`config.mk`:
```
export PLATFORM = sky130hd
export DESIGN_NAME = touch_timing
export DESIGN_NICKNAME = d
export VERILOG_FILES = /design/src/design/touch_timing_pkg.sv /design/src/design/touch_timing.sv
export VERILOG_INCLUDE_DIRS = /design/src /design/src/design
export SDC_FILE = /design/constraint.sdc
export NUM_CORES = 1
export LEC_CHECK = 0
export BUFFER_PORTS_ARGS = -buffer_cell sky130_fd_sc_hd__buf_4
export CORE_MARGIN = 3
export CORE_UTILIZATION = 67
export CTS_CLUSTER_DIAMETER = 120
export DETAILED_ROUTE_END_ITERATION = 10
export GPL_ROUTABILITY_DRIVEN = 0
export MAX_ROUTING_LAYER = met4
export PLACE_DENSITY = 0.87
export SLEW_MARGIN = 20
export SYNTH_ARGS = -nofsm -noshare
export SYNTH_HDL_FRONTEND = slang
export SYNTH_SLANG_ARGS = --single-unit
```
`constraint.sdc`:
```
create_clock -name I_CLK -period 17.5 [get_ports I_CLK]
set_clock_uncertainty 0.05 [all_clocks]
set_input_delay 0.875 -clock I_CLK [delete_from_list [all_inputs] [get_ports I_CLK]]
set_output_delay 0.875 -clock I_CLK [all_outputs]
set_load 0.02 [all_outputs]
```
`src/design/touch_timing_cfg.svh`:
```
// register map, reset values, field positions and timing counts
`ifndef TOUCH_TIMING_CFG_SVH
`define TOUCH_TIMING_CFG_SVH
// ----------------------------------------------------------------
// register offsets and reset values
// ----------------------------------------------------------------
`define ADDR_INPUT_ENABLE 8'h21
`define ADDR_HOLD_THR     8'h23
`define ADDR_AVG_SAMPLE   8'h24
`define ADDR_RECAL_REQ    8'h26
`define ADDR_AUTO_REPEAT  8'h28
`define RST_INPUT_ENABLE  6'h3F
`define RST_HOLD_THR      4'h7
`define RST_AVG_SAMPLE    7'h39
`define RST_RECAL_REQ     6'h00
`define RST_AUTO_REPEAT   6'h3F
// ----------------------------------------------------------------
// field positions
// ----------------------------------------------------------------
`define HOLD_MSB 3
`define HOLD_LSB 0
`define CNT_MSB  6
`define CNT_LSB  4
`define DUR_MSB  3
`define DUR_LSB  2
`define CYC_MSB  1
`define CYC_LSB  0
// ----------------------------------------------------------------
// timing
// ----------------------------------------------------------------
`define CLK_PERIOD_NS  20
`define TICK_NS        1000
`define TICK_CYC       (`TICK_NS / `CLK_PERIOD_NS)
`define HOLD_STEP_US   35000
`define SAMPLE_BASE_US 320
`define CYCLE_STEP_US  35000
`define RECAL_US       600000
`endif

```
`src/design/touch_timing_pkg.sv`:
```
// types shared by the touch timing and recalibration block
package touch_timing_pkg;
    // sequencer: low-power wait or sampling a channel
    typedef enum logic [0:0] {
        ST_LOW_PWR = 1'b0,
        ST_SAMPLE  = 1'b1
    } seq_state_t;
    // one averaged channel measurement
    typedef struct packed {
        logic [2:0]  ch;
        logic [15:0] value;
    } result_t;
    // per-channel 10-bit calibration values
    typedef logic [5:0][9:0] cal_bank_t;
endpackage : touch_timing_pkg

```
`src/design/touch_timing.sv`:
```
// touch duration classing, sample sequencing and recalibration
`timescale 1ns/1ns
`default_nettype none
`include "touch_timing_cfg.svh"
// Notes on behaviour
// - hold threshold field, reset 0111b
// - short touch reported as ordinary touch
// - hold classing only on auto-repeat inputs
// - threshold is (code+1) times 35ms
// - samples per channel two to code
// - all samples per channel, ascending order
// - average samples, then update result
// - sample time 320us shifted by code
// - cycle period (code+1) times 35ms
// - sampling starts at each cycle start that has an input enabled
// - low power for rest of cycle
// - overrun lengthens cycle, samples kept
// - settings govern only in active state
// - request bit recalibrates that input
// - suppress presses, base invalid, 600ms
// - press during recalibration restarts it
// - store 10-bit calibration result
// - request bit self-clears on success
// - only enabled inputs sampled, fixed period
module touch_timing #(
    parameter int TICK_CYC    = `TICK_CYC,
    parameter int HOLD_STEP   = `HOLD_STEP_US,
    parameter int SAMPLE_BASE = `SAMPLE_BASE_US,
    parameter int CYCLE_STEP  = `CYCLE_STEP_US,
    parameter int RECAL_TIME  = `RECAL_US
) (
    input  wire logic                        I_CLK,
    input  wire logic                        I_RST,
    input  wire logic                        I_ACTIVE,
    input  wire logic                        I_WR_EN,
    input  wire logic [7:0]                  I_ADDR,
    input  wire logic [7:0]                  I_WR_DATA,
    output logic      [7:0]                  O_RD_DATA,
    input  wire logic [15:0]                 I_SAMPLE,
    input  wire logic [5:0]                  I_TOUCH,
    input  wire logic [9:0]                  I_CAL_VALUE,
    output logic                             O_SAMPLING,
    output logic                             O_LOW_POWER,
    output logic      [2:0]                  O_SAMPLE_CH,
    output touch_timing_pkg::result_t        O_RESULT,
    output logic                             O_RESULT_VALID,
    output logic      [5:0]                  O_RECAL_ACTIVE,
    output touch_timing_pkg::cal_bank_t      O_CAL_RESULT,
    output logic      [5:0]                  O_TOUCH_EVT,
    output logic      [5:0]                  O_HOLD
);

    // ------------------------------------------------------------
    // microsecond tick
    // ------------------------------------------------------------
    logic [15:0] pre_ff;
    logic        tick;
    assign tick = (pre_ff == 16'(TICK_CYC - 1));
    // one divider feeds every timer so they all agree
    always_ff @(posedge I_CLK or posedge I_RST) begin
        if (I_RST) begin
            pre_ff <= 16'h0000;
        end else begin
            pre_ff <= tick ? 16'h0000 : pre_ff + 16'h0001;
        end
    end

    // ------------------------------------------------------------
    // registers
    // ------------------------------------------------------------
    logic [5:0] in_en_ff;
    logic [3:0] hold_thr_ff;
    logic [6:0] avg_ff;
    logic [5:0] recal_req_ff;
    logic [5:0] auto_rpt_ff;
    logic [5:0] rc_done_mask;
    logic [5:0] nxt_recal_req;
    logic       wr_recal;
    assign wr_recal = I_WR_EN && (I_ADDR == `ADDR_RECAL_REQ);
    // a write of one wins over a finishing recalibration
    assign nxt_recal_req = (recal_req_ff & ~rc_done_mask)
                         | (wr_recal ? I_WR_DATA[5:0] : 6'h00);
    always_ff @(posedge I_CLK or posedge I_RST) begin
        if (I_RST) begin
            in_en_ff     <= `RST_INPUT_ENABLE;
            hold_thr_ff  <= `RST_HOLD_THR;
            avg_ff       <= `RST_AVG_SAMPLE;
            recal_req_ff <= `RST_RECAL_REQ;
            auto_rpt_ff  <= `RST_AUTO_REPEAT;
        end else begin
            recal_req_ff <= nxt_recal_req;
            if (I_WR_EN) begin
                if (I_ADDR == `ADDR_INPUT_ENABLE) begin
                    in_en_ff <= I_WR_DATA[5:0];
                end else if (I_ADDR == `ADDR_HOLD_THR) begin
                    hold_thr_ff <= I_WR_DATA[`HOLD_MSB:`HOLD_LSB];
                end else if (I_ADDR == `ADDR_AVG_SAMPLE) begin
                    avg_ff <= I_WR_DATA[6:0];
                end else if (I_ADDR == `ADDR_AUTO_REPEAT) begin
                    auto_rpt_ff <= I_WR_DATA[5:0];
                end
            end
        end
    end

    // read data one cycle after the address; unmapped reads zero
    always_ff @(posedge I_CLK or posedge I_RST) begin
        if (I_RST) begin
            O_RD_DATA <= 8'h00;
        end else if (I_ADDR == `ADDR_INPUT_ENABLE) begin
            O_RD_DATA <= {2'h0, in_en_ff};
        end else if (I_ADDR == `ADDR_HOLD_THR) begin
            O_RD_DATA <= {4'h0, hold_thr_ff};
        end else if (I_ADDR == `ADDR_AVG_SAMPLE) begin
            O_RD_DATA <= {1'h0, avg_ff};
        end else if (I_ADDR == `ADDR_RECAL_REQ) begin
            O_RD_DATA <= {2'h0, recal_req_ff};
        end else if (I_ADDR == `ADDR_AUTO_REPEAT) begin
            O_RD_DATA <= {2'h0, auto_rpt_ff};
        end else begin
            O_RD_DATA <= 8'h00;
        end
    end

    // ------------------------------------------------------------
    // decoded durations in microseconds
    // ------------------------------------------------------------
    logic [2:0]  cnt_code;
    logic [7:0]  n_samples;
    logic [21:0] samp_us;
    logic [21:0] period_us;
    logic [21:0] thr_us;
    assign cnt_code  = avg_ff[`CNT_MSB:`CNT_LSB];
    assign n_samples = 8'h01 << cnt_code;
    assign samp_us   = 22'(SAMPLE_BASE) << avg_ff[`DUR_MSB:`DUR_LSB];
    assign period_us = 22'(CYCLE_STEP) * (22'(avg_ff[`CYC_MSB:`CYC_LSB]) + 22'h1);
    assign thr_us    = 22'(HOLD_STEP) * (22'(hold_thr_ff) + 22'h1);

    // lowest enabled channel at or above 'from'; 6 means none left
    function automatic logic [2:0] next_ch(input logic [5:0] en, input logic [3:0] from);
        logic [2:0] r;
        r = 3'h6;
        for (int k = 5; k >= 0; k--) begin
            if (en[k] && (4'(k) >= from)) begin
                r = 3'(k);
            end
        end
        return r;
    endfunction : next_ch

    // ------------------------------------------------------------
    // sampling sequencer
    // ------------------------------------------------------------
    touch_timing_pkg::seq_state_t state_ff;
    logic [21:0] cyc_us_ff;
    logic [21:0] smp_us_ff;
    logic [7:0]  smp_cnt_ff;
    logic [22:0] acc_ff;
    logic [2:0]  ch_ff;
    logic        cyc_start;
    logic        smp_end;
    logic        ch_end;
    logic [22:0] nxt_acc;
    logic [2:0]  nxt_ch;
    // no new cycle while sampling, so an overrun simply stretches it
    assign cyc_start = (state_ff == touch_timing_pkg::ST_LOW_PWR) && I_ACTIVE && tick
                     && (cyc_us_ff >= period_us - 22'h1);
    assign smp_end = (state_ff == touch_timing_pkg::ST_SAMPLE) && tick
                   && (smp_us_ff == samp_us - 22'h1);
    assign ch_end  = smp_end && (smp_cnt_ff == n_samples - 8'h01);
    assign nxt_acc = acc_ff + 23'(I_SAMPLE);
    assign nxt_ch  = next_ch(in_en_ff, 4'(ch_ff) + 4'h1);

    always_ff @(posedge I_CLK or posedge I_RST) begin
        if (I_RST) begin
            state_ff   <= touch_timing_pkg::ST_LOW_PWR;
            cyc_us_ff  <= 22'h000000;
            smp_us_ff  <= 22'h000000;
            smp_cnt_ff <= 8'h00;
            acc_ff     <= 23'h000000;
            ch_ff      <= 3'h0;
        end else begin
            if (cyc_start) begin
                cyc_us_ff <= 22'h000000;
            end else if (tick && (cyc_us_ff != 22'h3FFFFF)) begin
                cyc_us_ff <= cyc_us_ff + 22'h000001;
            end
            case (state_ff)
                touch_timing_pkg::ST_LOW_PWR: begin
                    // with no input enabled the period still runs on
                    if (cyc_start && (next_ch(in_en_ff, 4'h0) != 3'h6)) begin
                        state_ff   <= touch_timing_pkg::ST_SAMPLE;
                        ch_ff      <= next_ch(in_en_ff, 4'h0);
                        smp_us_ff  <= 22'h000000;
                        smp_cnt_ff <= 8'h00;
                        acc_ff     <= 23'h000000;
                    end
                end
                touch_timing_pkg::ST_SAMPLE: begin
                    if (tick) begin
                        smp_us_ff <= smp_end ? 22'h000000 : smp_us_ff + 22'h000001;
                    end
                    if (ch_end) begin
                        smp_cnt_ff <= 8'h00;
                        acc_ff     <= 23'h000000;
                        if (nxt_ch == 3'h6) begin
                            state_ff <= touch_timing_pkg::ST_LOW_PWR;
                        end else begin
                            ch_ff <= nxt_ch;
                        end
                    end else if (smp_end) begin
                        smp_cnt_ff <= smp_cnt_ff + 8'h01;
                        acc_ff     <= nxt_acc;
                    end
                end
                default: begin
                    state_ff <= touch_timing_pkg::ST_LOW_PWR;
                end
            endcase
        end
    end

    // averaged result leaves only once a channel's samples are all in
    always_ff @(posedge I_CLK or posedge I_RST) begin
        if (I_RST) begin
            O_RESULT       <= '0;
            O_RESULT_VALID <= 1'b0;
            O_SAMPLING     <= 1'b0;
            O_LOW_POWER    <= 1'b1;
            O_SAMPLE_CH    <= 3'h0;
        end else begin
            O_RESULT_VALID <= ch_end;
            if (ch_end) begin
                O_RESULT.ch    <= ch_ff;
                O_RESULT.value <= 16'(nxt_acc >> cnt_code);
            end
            O_SAMPLING  <= (state_ff == touch_timing_pkg::ST_SAMPLE);
            O_LOW_POWER <= (state_ff == touch_timing_pkg::ST_LOW_PWR);
            O_SAMPLE_CH <= ch_ff;
        end
    end

    // ------------------------------------------------------------
    // recalibration engine, one input at a time, lowest first
    // ------------------------------------------------------------
    logic        rc_busy_ff;
    logic [2:0]  rc_ch_ff;
    logic [19:0] rc_us_ff;
    logic        rc_done;
    assign rc_done = rc_busy_ff && tick && (rc_us_ff == 20'(RECAL_TIME - 1));
    assign rc_done_mask = rc_done ? (6'h01 << rc_ch_ff) : 6'h00;
    always_ff @(posedge I_CLK or posedge I_RST) begin
        if (I_RST) begin
            rc_busy_ff     <= 1'b0;
            rc_ch_ff       <= 3'h0;
            rc_us_ff       <= 20'h00000;
            O_RECAL_ACTIVE <= 6'h00;
            O_CAL_RESULT   <= '0;
        end else begin
            if (!rc_busy_ff) begin
                if (recal_req_ff != 6'h00) begin
                    rc_busy_ff <= 1'b1;
                    rc_ch_ff   <= next_ch(recal_req_ff, 4'h0);
                    rc_us_ff   <= 20'h00000;
                end
            end else if (I_TOUCH[rc_ch_ff]) begin
                rc_us_ff <= 20'h00000;
            end else if (rc_done) begin
                rc_busy_ff             <= 1'b0;
                O_CAL_RESULT[rc_ch_ff] <= I_CAL_VALUE;
            end else if (tick) begin
                rc_us_ff <= rc_us_ff + 20'h00001;
            end
            // base count invalid and presses blocked while active
            O_RECAL_ACTIVE <= (rc_busy_ff && !rc_done) ? (6'h01 << rc_ch_ff) : 6'h00;
        end
    end

    // ------------------------------------------------------------
    // touch duration classing, one slice per input
    // ------------------------------------------------------------
    logic [5:0]  touch_ok;
    logic [5:0]  touch_q_ff;
    logic [21:0] held_us_ff [6];
    assign touch_ok = I_TOUCH & ~O_RECAL_ACTIVE;
    always_ff @(posedge I_CLK or posedge I_RST) begin
        if (I_RST) begin
            touch_q_ff <= 6'h00;
        end else begin
            touch_q_ff <= touch_ok;
        end
    end
    for (genvar g = 0; g < 6; g++) begin : g_ch
        always_ff @(posedge I_CLK or posedge I_RST) begin
            if (I_RST) begin
                held_us_ff[g]  <= 22'h000000;
                O_HOLD[g]      <= 1'b0;
                O_TOUCH_EVT[g] <= 1'b0;
            end else begin
                if (!touch_ok[g]) begin
                    held_us_ff[g] <= 22'h000000;
                end else if (tick && (held_us_ff[g] != 22'h3FFFFF)) begin
                    held_us_ff[g] <= held_us_ff[g] + 22'h000001;
                end
                // strictly longer than the threshold means press and hold
                O_HOLD[g] <= touch_ok[g] && auto_rpt_ff[g] && (held_us_ff[g] > thr_us);
                if (auto_rpt_ff[g]) begin
                    // released at or under threshold: ordinary touch
                    O_TOUCH_EVT[g] <= touch_q_ff[g] && !touch_ok[g] && !O_HOLD[g];
                end else begin
                    O_TOUCH_EVT[g] <= touch_ok[g] && !touch_q_ff[g];
                end
            end
        end
    end
endmodule : touch_timing
`default_nettype wire

```
==> results.md, run 1 <==
* Pin count of the biggest net entering global routing at 176
* Row count at 68
* Routed wire per std cell at 20.1 microns
* Share of layout cells above drive strength 1 at 15.1%
* Power Dens Cells at 76.3 nW/um^2
* Diodes inserted at 0
* Worst path top cell family by delay: adder cells
* Critical Path, Cell by Cell: ha_1 -> xor2_1 -> inv_1 -> fa_1 -> inv_1 -> ha_1 -> inv_1 -> fa_1 -> inv_1 -> ha_1 -> nand3_1 -> o2bb2ai_1 -> o31ai_1 -> xor2_1 -> ha_1 -> a211oi_1 -> nor2_1 -> a211oi_1 -> o21ai_0 -> maj3_1 -> maj3_1 -> maj3_1 -> o211ai_1 -> a21oi_1
* Avg Cell Area, Syn at 9.55 sq um
* Clk slew on worst S/H paths at 0.06 ns
* Clock sink total at 396
* Vias per cell at 6.47
* EDFF count, synth at 0
* Top cells by area, synth: dfrtp_1 39%, ha_1 9.2%, xor2_1 4.6%, mux2_2 4.5%, nor2_1 4.3%
* Starting Density at 68.8%
* Worst-path fanout max at 10
* H-tree depth at 2
* DR iter-0 viols at 1990
* Ys async rst share at 100%
* Die width at 196 microns
* Fin crit share at 44.1%
* Buffers & Inverters on Critical Path at 4
* Sequential area share after synthesis at 41.2%
* Final setup margin at 9.78 ns
* VDD IR-drop max at 104 uV
* TritonCTS clock tree: built
* Cell variety after synth at 102
* Post-route DRC at 0
* Post-Syn Area at 24100 sq um
* Top cell type's share of synthesized area at 39.0%
* I/O pins at 163
* Worst skew pair latency at 0.59 ns
* Slowest CP cell: xor2_1
* Clock Root Buffer: clkbuf_16
* Layout area overhead at 12.3%
* Die ar. at 38300 sq um
* RSZ-0062 raised after global routing: false
* Via count at 20400
* Maxcap violations at 0
* Drt first pass iters at 8
* Cell count after synthesis at 2527
* CP max stage delay at 0.82 ns
* Post-place setup slack at 9.94 ns
* Final std cells w/o fill at 3153
* Commonest non-fill, non-tap cell in the layout: dfrtp_1
* Routed Antenna Nets at 0
* R2r setup slk at 9.78 ns
* Routed WL at 63400 microns
* FF-to-FF path depth at 24
* Vias in the first global route at 20500
* Final setup violation count at 0
* Setup Crit Path Kind: reg -> reg
* Dpl cells at 3076
* Hold buffers post-CTS at 0
* Total power at 0.00207 W
* Synth Register Bits at 396
* Total Neg Setup Slack at 0 ns
* Fmax at 129 MHz
* Critical Path AT at 8.14 ns
* Leakage power at 12.1 nW
* Synth warn at 0
* Total of cells resized after clock tree synthesis at 0
* Slew headroom at 25.9%
* CTS buffer count at 44
* Hold EP: pre_ff[15]$_DFF_PP0_
* Min-delay src: pre_ff[15]$_DFF_PP0_
* Least-Margin Pin Slew at 1.10 ns
* Detailed Place HPWL at 43400 microns
* Startpoint Class: flip-flop
* Core ar. at 35100 sq um
* Hold Crit Class: reg -> reg
* Final Hold Viols at 0
* Final layout net count at 2903
* First-pass GRT wire length at 103000 microns
* Fin util at 77.3%
* Post-CTS Setup Bufs at 0
* Leading area contributor after synthesis: dfrtp_1
* Worst hold stages at 1
* Tot GR Track Use at 33.5%
* Most frequent cells in the layout: 376 x dfrtp_1, 279 x nor2_1, 239 x nand2_1, 178 x ha_1, 173 x buf_4
* Synth Flop Type: dfrtp_1
* Post-layout min period at 7.72 ns
* Port buffer count at 160
* Total gr overflow at 0
* CP Capture Type: flip-flop
* Run status: complete, no violations
* CTS Buffer Depth at 3
* Die Height at 196 microns
* Antenna violations before repair at 0
* CP required at 17.92 ns
* R2r startpoint: hold_thr_ff[0]$_DFFE_PP1P_
* Reg-to-Reg End: O_HOLD[1]$_DFF_PP0_
* Final Slew Violations at 0
==> area by class of cell <==
type                    count  area [sq um]
well taps                 455           569
clock buffers              59          1210
repair buffers            175          1330
inverters                  98           375
clock inverters            18           161
flip-flops and latches    396          9930
fillers                  2225          7960
multi-input cells        1952         13500
==> kinds of logic (layout without fill, tap and decap cells) <==
group                    Yosys count  after routing  share of synthesized area (%)
AND/OR/NAND/NOR                  954            954                           19.5
AO/OA/AOI/OAI                    450            450                           12.0
buffers and inverters            181            350                           2.88
flip-flops                       396            396                           41.2
XOR/XNOR                         229            229                           8.45
multiplexers                     116            116                           5.63
adder cells (fa/ha/maj)          199            199                           10.4
other                              2              4                         0.0311
==> worst reg2reg max path, stage by stage (launching register included) <==
cell and delay, ns:
dfstp_2 0.63, ha_1 0.21, xor2_1 0.67, inv_1 0.26
fa_1 0.56, inv_1 0.06, ha_1 0.27, inv_1 0.06
fa_1 0.51, inv_1 0.05, ha_1 0.32, nand3_1 0.14
o2bb2ai_1 0.11, o31ai_1 0.57, xor2_1 0.82, ha_1 0.41
a211oi_1 0.21, nor2_1 0.08, a211oi_1 0.20, o21ai_0 0.14
maj3_1 0.37, maj3_1 0.36, maj3_1 0.35, o211ai_1 0.10
a21oi_1 0.11
==> cell usage after synthesis (19+ instances only) <==
master and number:
nand3_1 97, xor2_1 126, dfrtp_1 376, or3_1 45, nand2b_1 19, mux2_2 97, clkbuf_1 70, nand4_1 57
and3_1 55, a211oi_1 20, nand2_1 239, dfstp_2 20, nor3_1 37, o21ai_0 150, nor4_1 23, nor2_1 279
xnor2_1 100, and2_1 25, ha_1 178, inv_1 96, a21oi_1 114
==> layer usage <==
| layer | wire, microns | GRT usage, % | vias to the layer above |
|---|---|---|---|
| met3 | 4230 | 5.63 | 291 |
| met2 | 30900 | 54.3 | 922 |
| li1 | - | - | 9240 |
| met5 | 0 | - | - |
| met4 | 3420 | 16.4 | 0 |
| met1 | 24900 | 40.9 | 9947 |
==> through the flow <==
step / instance area (sq um) / hold WS, ns
detailed placement: 25700 / 0.411
global placement: 25700 / 0.402
floorplan: 24100 / 0.302
finish: 27100 / 0.427
global route: 27100 / 0.443
CTS: 27100 / 0.424
==> worst max-delay path by stage <==
stage | from | endpoint | slack (ns) | cells past startpoint
4_1_cts | hold_thr_ff[0]$_DFFE_PP1P_ | O_HOLD[1]$_DFF_PP0_ | 9.88 | 24
6_report | hold_thr_ff[0]$_DFFE_PP1P_ | O_HOLD[1]$_DFF_PP0_ | 9.78 | 24
3_3_place_gp | hold_thr_ff[0]$_DFFE_PP1P_ | O_HOLD[5]$_DFF_PP0_ | 10.24 | 24
2_1_floorplan | I_RST | O_CAL_RESULT[0]$_DFFE_PP0P_ | 5.60 | 1
5_1_grt | hold_thr_ff[0]$_DFFE_PP1P_ | O_HOLD[5]$_DFF_PP0_ | 9.45 | 24
3_5_place_dp | hold_thr_ff[0]$_DFFE_PP1P_ | O_HOLD[5]$_DFF_PP0_ | 9.94 | 24
==> flip-flops by register name, summed over array words and instances, names as in the netlist, 7 cells and up <==
name          flops
O_CAL_RESULT     60
O_RD_DATA         7
O_RESULT         19
acc_ff           23
avg_ff            7
cyc_us_ff        22
held_us_ff      132
pre_ff           16
rc_us_ff         20
smp_cnt_ff        8
smp_us_ff        22
==> power by group <==
| part | total (W) | switching, W | internal [W] | leakage (nW) |
|---|---|---|---|---|
| clock | 0.000896 | 0.000393 | 0.000503 | 0.674 |
| combinational | 0.000228 | 0.000145 | 0.0000828 | 6.46 |
| sequential | 0.000943 | 0.0000141 | 0.000929 | 5.01 |
Power figures use the tool's default switching activity.
==> run 2: changes to the inputs <==
--- a/config.mk
+++ b/config.mk
@@ -8,12 +8,12 @@
 export LEC_CHECK = 0
 export BUFFER_PORTS_ARGS = -buffer_cell sky130_fd_sc_hd__buf_4
 export CORE_MARGIN = 3
-export CORE_UTILIZATION = 67
+export CORE_UTILIZATION = 56
 export CTS_CLUSTER_DIAMETER = 120
 export DETAILED_ROUTE_END_ITERATION = 10
 export GPL_ROUTABILITY_DRIVEN = 0
 export MAX_ROUTING_LAYER = met4
-export PLACE_DENSITY = 0.87
+export PLACE_DENSITY = 0.78
 export SLEW_MARGIN = 20
 export SYNTH_ARGS = -nofsm -noshare
 export SYNTH_HDL_FRONTEND = slang
==> constraint.sdc (replaced) <==
create_clock -name I_CLK -period 7.1 [get_ports I_CLK]
set_clock_uncertainty 0.05 [all_clocks]
set_input_delay 0.355 -clock I_CLK [delete_from_list [all_inputs] [get_ports I_CLK]]
set_output_delay 0.355 -clock I_CLK [all_outputs]
set_load 0.02 [all_outputs]
==> results.md, run 2 (synthesis gave the netlist of run 1 again) <==
* Final Hold Viols at 0 (unchanged)
* Final setup violation count at 0 (unchanged)
* Most frequent cells in the layout: 376 x dfrtp_1, 279 x nor2_1, 239 x nand2_1, 184 x buf_4, 178 x ha_1
* Final instance area at 27600 sq um (+2.0%)
* First-pass GRT wire length at 99100 microns (-3.8%)
* Commonest non-fill, non-tap cell in the layout: dfrtp_1
* CP Capture Type: flip-flop
* VDD IR-drop max at 181 uV (+73%)
* Biggest regs: held_us_ff: 132 flops, O_CAL_RESULT: 60 flops, acc_ff: 23 flops
* Routed Antenna Nets at 0 (unchanged)
* Worst hold slack at 0.0204 ns (-0.406 ns)
* Slowest CP cell: xnor2_1
* Post-layout min period at 6.53 ns (-1.19 ns)
* Hold Crit Class: in -> reg
* H-tree depth at 2 (unchanged)
* Startpoint Class: flip-flop
* TritonCTS clock tree: built
* Routed wire per std cell at 18.8 microns (-6.4%)
* Total Neg Setup Slack at 0 ns (unchanged)
* CTS buffer count at 44 (unchanged)
* CP required at 7.51 ns (-10.41 ns)
* Layout area overhead at 14.5%
* Die width at 214 microns (+9.1%)
* Biggest register: held_us_ff
* Fmax at 153 MHz (+18%)
* Flip-flop count of the largest register after layout at 132 (unchanged)
* Worst-path fanout max at 7 (-3)
* Port buffer count at 160 (unchanged)
* Run status: complete, no violations
* Power Dens Cells at 193 nW/um^2 (+150%)
* Hold EP: recal_req_ff[0]$_DFF_PP0_
* Min-delay src: I_WR_DATA[0]
* R2r startpoint: hold_thr_ff[0]$_DFFE_PP1P_
* R2r setup slk at 0.57 ns (-9.21 ns)
* Vias in the first global route at 19400 (-5.4%)
* Clk slew on worst S/H paths at 0.07 ns (about the same)
* Pin count of the biggest net entering global routing at 194 (+10%)
* Row count at 75 (+10%)
* Fillers at 3279 (+47%)
* I/O pins at 163 (unchanged)
* CTS Buffer Depth at 3 (unchanged)
* Hold buffers post-CTS at 17 (+17)
* Fin crit share at 92.0% (+48 points)
* Diodes inserted at 0 (unchanged)
* Drt first pass iters at 5 (-3)
* Post-CTS Setup Bufs at 0 (unchanged)
* Final layout net count at 2931 (+0.96%)
* Total gr overflow at 0 (unchanged)
* Critical Path AT at 6.94 ns (-1.20 ns)
* RSZ-0062 raised after global routing: false
* Clock Root Buffer: clkbuf_16
* Total of cells resized after clock tree synthesis at 0 (unchanged)
* Worst skew pair latency at 0.59 ns (about the same)
* Final Slew Violations at 0 (unchanged)
* Slew headroom at 27.6% (+1.7 points)
* Starting Density at 57.1% (-12 points)
* Tot GR Track Use at 27.5% (-6.0 points)
* Worst hold stages at 2 (+1)
* Detailed Place HPWL at 43400 microns (+0.11%)
* Die ar. at 45600 sq um (+19%)
* CP max stage delay at 0.75 ns (-0.07 ns)
* Vias per cell at 6.08 (-6.0%)
* DR iter-0 viols at 1448 (-27%)
* Reg-to-Reg End: O_HOLD[1]$_DFF_PP0_
* Core ar. at 42200 sq um (+20%)
* Area post-placement at 25900 sq um (+0.76%)
* Least-Margin Pin Slew at 1.09 ns (-0.0176 ns)
* Antenna violations before repair at 0 (unchanged)
* Buffers & Inverters on Critical Path at 4 (unchanged)
* Maxcap violations at 0 (unchanged)
* Post-route DRC at 0 (unchanged)
* Routed WL at 61500 microns (-2.9%)
* Setup Crit Path Kind: reg -> reg
* Worst path top cell family by delay: adder cells
* FF-to-FF path depth at 25 (+4.2%)
* Share of layout cells above drive strength 1 at 15.5% (+0.44 points)
* Clock sink total at 396 (unchanged)
* Leakage power at 12.4 nW (+1.7%)
* Die Height at 214 microns (+9.1%)
* Via count at 19900 (-2.5%)
-- run 2: how the worst max path moves through the flow --
stage	from	cells after the start	slack, ns	endpoint
3_5_place_dp	hold_thr_ff[0]$_DFFE_PP1P_	25	0.62	O_HOLD[5]$_DFF_PP0_
2_1_floorplan	hold_thr_ff[0]$_DFFE_PP1P_	24	0.77	O_HOLD[5]$_DFF_PP0_
4_1_cts	hold_thr_ff[0]$_DFFE_PP1P_	25	0.57	O_HOLD[5]$_DFF_PP0_
6_report	hold_thr_ff[0]$_DFFE_PP1P_	25	0.57	O_HOLD[1]$_DFF_PP0_
5_1_grt	hold_thr_ff[0]$_DFFE_PP1P_	25	0.21	O_HOLD[5]$_DFF_PP0_
3_3_place_gp	hold_thr_ff[0]$_DFFE_PP1P_	25	0.70	O_HOLD[5]$_DFF_PP0_
-- run 2: power breakdown --
group          switching [W]  internal [W]
clock network       0.000977       0.00145
logic               0.000355      0.000217
registers          0.0000343       0.00229
-- run 2: final cells by class --
| cell class | instances | area [sq um] | share of cell area, % |
|---|---|---|---|
| Multi-Input combinational cell | 1952 | 13500 | 48.9 |
| Sequential cell | 396 | 9930 | 36.0 |
| Tap cell | 539 | 674 | 2.44 |
| Clock buffer | 65 | 1290 | 4.67 |
| Inverter | 98 | 372 | 1.35 |
| Timing Repair Buffer | 203 | 1590 | 5.76 |
| Clock inverter | 17 | 243 | 0.879 |
-- run 2: worst register-to-register path: stages (launching register included) --
cell,delay [ns]
dfstp_2,0.63
ha_1,0.20
xor2_1,0.20
inv_1,0.15
fa_1,0.50
inv_1,0.04
ha_1,0.26
inv_1,0.05
fa_1,0.50
inv_1,0.04
ha_1,0.32
nand3_1,0.13
a2bb2oi_2,0.20
nand2_1,0.10
a21oi_1,0.08
xnor2_1,0.75
ha_1,0.39
nand4_1,0.14
nor2_1,0.06
a211oi_1,0.19
o21ai_0,0.14
maj3_1,0.37
maj3_1,0.36
maj3_1,0.36
o211ai_1,0.09
a21oi_1,0.08
-- run 2: layer usage --
| layer | vias to the layer above | wire, microns | part of all wire [%] | GRT usage [%] |
|---|---|---|---|---|
| met4 | 0 | 2170 | 3.5 | 10.5 |
| li1 | 9319 | - | - | - |
| met3 | 155 | 3060 | 5.0 | 3.51 |
| met1 | 9793 | 26100 | 42 | 35.3 |
| met5 | - | 0 | 0 | - |
| met2 | 617 | 30200 | 49 | 44.9 |
-- run 2: stage by stage --
stage / setup slack (ns) / util, % / cells / total power [W]
after floorplan: 0.771 / - / 2529 / 0.00272
after global placement: 0.703 / 61.4 / 3171 / 0.00289
after detailed placement: 0.620 / 61.4 / 3171 / 0.00292
after CTS: 0.570 / 65.4 / 3270 / 0.00534
after global routing: 0.207 / 65.4 / 3270 / 0.00550
final: 0.569 / 65.4 / 3270 / 0.00532
==> run 3: changes to the inputs <==
--- a/config.mk
+++ b/config.mk
@@ -14,6 +14,7 @@
 export GPL_ROUTABILITY_DRIVEN = 0
 export MAX_ROUTING_LAYER = met4
 export PLACE_DENSITY = 0.78
+export RECOVER_POWER = 50
 export SLEW_MARGIN = 20
 export SYNTH_ARGS = -nofsm -noshare
 export SYNTH_HDL_FRONTEND = slang
==> results.md, run 3 (synthesis gave the netlist of run 1 again) <==
* Final layout net count at 2931 (unchanged)
* Hold Crit Class: in -> reg
* Final Hold Viols at 0 (unchanged)
* Drt first pass iters at 10 (+5)
* Tot GR Track Use at 27.5% (unchanged)
* Slew headroom at -214% (-240 points)
* Die Height at 214 microns (unchanged)
* Diodes inserted at 0 (unchanged)
* Share of layout cells above drive strength 1 at 11.1% (-4.4 points)
* Starting Density at 57.1% (unchanged)
* Vias per cell at 6.06 (-0.35%)
* Clock sink total at 396 (unchanged)
* Die width at 214 microns (unchanged)
* Fmax at 153 MHz (about the same)
* Fin util at 64.3% (-1.1 points)
* Final std cells w/o fill at 3270 (unchanged)
* Logic pwr share at 10.5% (-0.3 points)
* First-pass GRT wire length at 99100 microns (unchanged)
* Port buffer count at 160 (unchanged)
* TritonCTS clock tree: built
* Routed WL at 61500 microns (about the same)
* Dpl cells at 3171 (unchanged)
* Vias in the first global route at 19400 (unchanged)
* Worst skew pair latency at 0.59 ns (about the same)
* Post-place setup slack at 0.620 ns (unchanged)
* Slowest CP cell: xnor2_1
* Final Slew Violations at 403 (+403)
* Post-route DRC at 0 (unchanged)
* Maxcap violations at 4 (+4)
* CP Capture Type: flip-flop
* Commonest non-fill, non-tap cell in the layout: dfrtp_1
* Fin crit share at 91.9% (about the same)
* Psw at 0.00136 W (-0.30%)
* Run status: finished, violations left
* DR iter-0 viols at 1630 (+13%)
* Final setup margin at 0.575 ns (+0.00532 ns)
* Critical Path AT at 6.94 ns (about the same)
* Clk pwr share at 45.7% (about the same)
* Switch share at 25.7% (about the same)
* Least-Margin Pin Slew at 4.71 ns (+3.62 ns)
* I/O pins at 163 (unchanged)
* Clk slew on worst S/H paths at 0.07 ns (about the same)
* Final instance area at 27100 sq um (-1.7%)
* CP required at 7.51 ns (about the same)
* Core ar. at 42200 sq um (unchanged)
* Row count at 75 (unchanged)
* Fillers at 3435 (+4.8%)
* Failing checks: capacitance limit, slew limit
* H-tree depth at 2 (unchanged)
* Post-CTS Setup Bufs at 0 (unchanged)
* Pint at 0.00394 W (-0.35%)
* Startpoint Class: flip-flop
* Pin count of the biggest net entering global routing at 194 (unchanged)
* Power Dens Cells at 195 nW/um^2 (+1.4%)
* Routed Antenna Nets at 0 (unchanged)
* Worst-path fanout max at 7 (unchanged)
* Die ar. at 45600 sq um (unchanged)
* Hold buffers post-CTS at 17 (unchanged)
* Area post-placement at 25900 sq um (unchanged)
* Layout area overhead at 12.5%
* Via count at 19800 (-0.35%)
* Total gr overflow at 0 (unchanged)
* Reg power frac at 43.8% (about the same)
* VDD IR-drop max at 188 uV (+3.9%)
* CP max stage delay at 0.74 ns (about the same)
* Worst hold stages at 2 (unchanged)
* Biggest regs: held_us_ff: 132 flops, O_CAL_RESULT: 60 flops, acc_ff: 23 flops
* Final setup violation count at 0 (unchanged)
* Routed wire per std cell at 18.8 microns (about the same)
* Antenna violations before repair at 0 (unchanged)
* Clock Root Buffer: clkbuf_16
* FF-to-FF path depth at 25 (unchanged)
* Detailed Place HPWL at 43400 microns (unchanged)
* CTS Buffer Depth at 3 (unchanged)
* Setup Crit Path Kind: reg -> reg
* Total of cells resized after clock tree synthesis at 0 (unchanged)
* Flip-flop count of the largest register after layout at 132 (unchanged)
* RSZ-0062 raised after global routing: false
* Post-layout min period at 6.53 ns (-0.00532 ns)
* Biggest register: held_us_ff
* Most frequent cells in the layout: 376 x dfrtp_1, 279 x nor2_1, 239 x nand2_1, 178 x ha_1, 150 x o21ai_0
* CTS buffer count at 44 (unchanged)
* Total Neg Setup Slack at 0 ns (unchanged)
* Leakage power at 11.9 nW (-3.8%)
run 3: worst max-delay path, delay by kind of cell (launching register included):
| kind | cells | cell delay [ns] |
|---|---|---|
| and+or+nand+nor | 4 | 0.43 |
| xor gates and xnor gates | 2 | 0.94 |
| buffers and inverters | 4 | 0.29 |
| adders and majority gates | 9 | 3.26 |
| AOI/OAI and AO/OA | 6 | 0.78 |
| DFF | 1 | 0.62 |
run 3: area by class of cell:
cell class	instances	area (sq um)	share of cell area [%]
multi-input cells	1952	13500	49.8
flip-flops and latches	396	9930	36.6
clock buffers	65	1290	4.75
repair buffers	203	1130	4.15
well taps	539	674	2.48
inverters	98	369	1.36
clock inverters	17	243	0.894
run 3: path summary, 6_finish.rpt:
kind                                         endpoint                  startpoint  slack (ns)
min reg2reg                  O_TOUCH_EVT[5]$_DFF_PP0_         O_HOLD[5]$_DFF_PP0_        0.43
min in group asynchronous   cyc_us_ff[18]$_DFFE_PP0P_                       I_RST        0.65
max in group asynchronous  held_us_ff[27]$_DFFE_PP0P_                       I_RST        1.13
min                         recal_req_ff[0]$_DFF_PP0_                I_WR_DATA[0]        0.02
max reg2reg                       O_HOLD[1]$_DFF_PP0_  hold_thr_ff[0]$_DFFE_PP1P_        0.57
max                               O_HOLD[1]$_DFF_PP0_  hold_thr_ff[0]$_DFFE_PP1P_        0.57
run 3: routing by layer:
layer / track usage (%) / share of wire (%) / vias up
met3: 3.51 / 5.1 / 154
met5: - / 0 / -
met4: 10.5 / 3.5 / 0
li1: - / - / 9325
met2: 44.9 / 49 / 593
met1: 35.3 / 42 / 9742
run 3: power groups by stage:
stage	Clock [W]	Sequential, W	Combinational (W)
after floorplan	0	0.00236	0.000359
after global placement	0	0.00236	0.000534
after detailed placement	0	0.00236	0.000554
after CTS	0.00246	0.00232	0.000567
after global routing	0.00255	0.00233	0.000612
final	0.00242	0.00232	0.000557
run 3: stage by stage:
| stage | hold slack (ns) | total power, W |
|---|---|---|
| floorplan | 0.302 | 0.00272 |
| global placement | 0.408 | 0.00289 |
| detailed placement | 0.411 | 0.00292 |
| CTS | 0.00130 | 0.00534 |
| global route | 0.0130 | 0.00549 |
| finish | 0.0229 | 0.00530 |
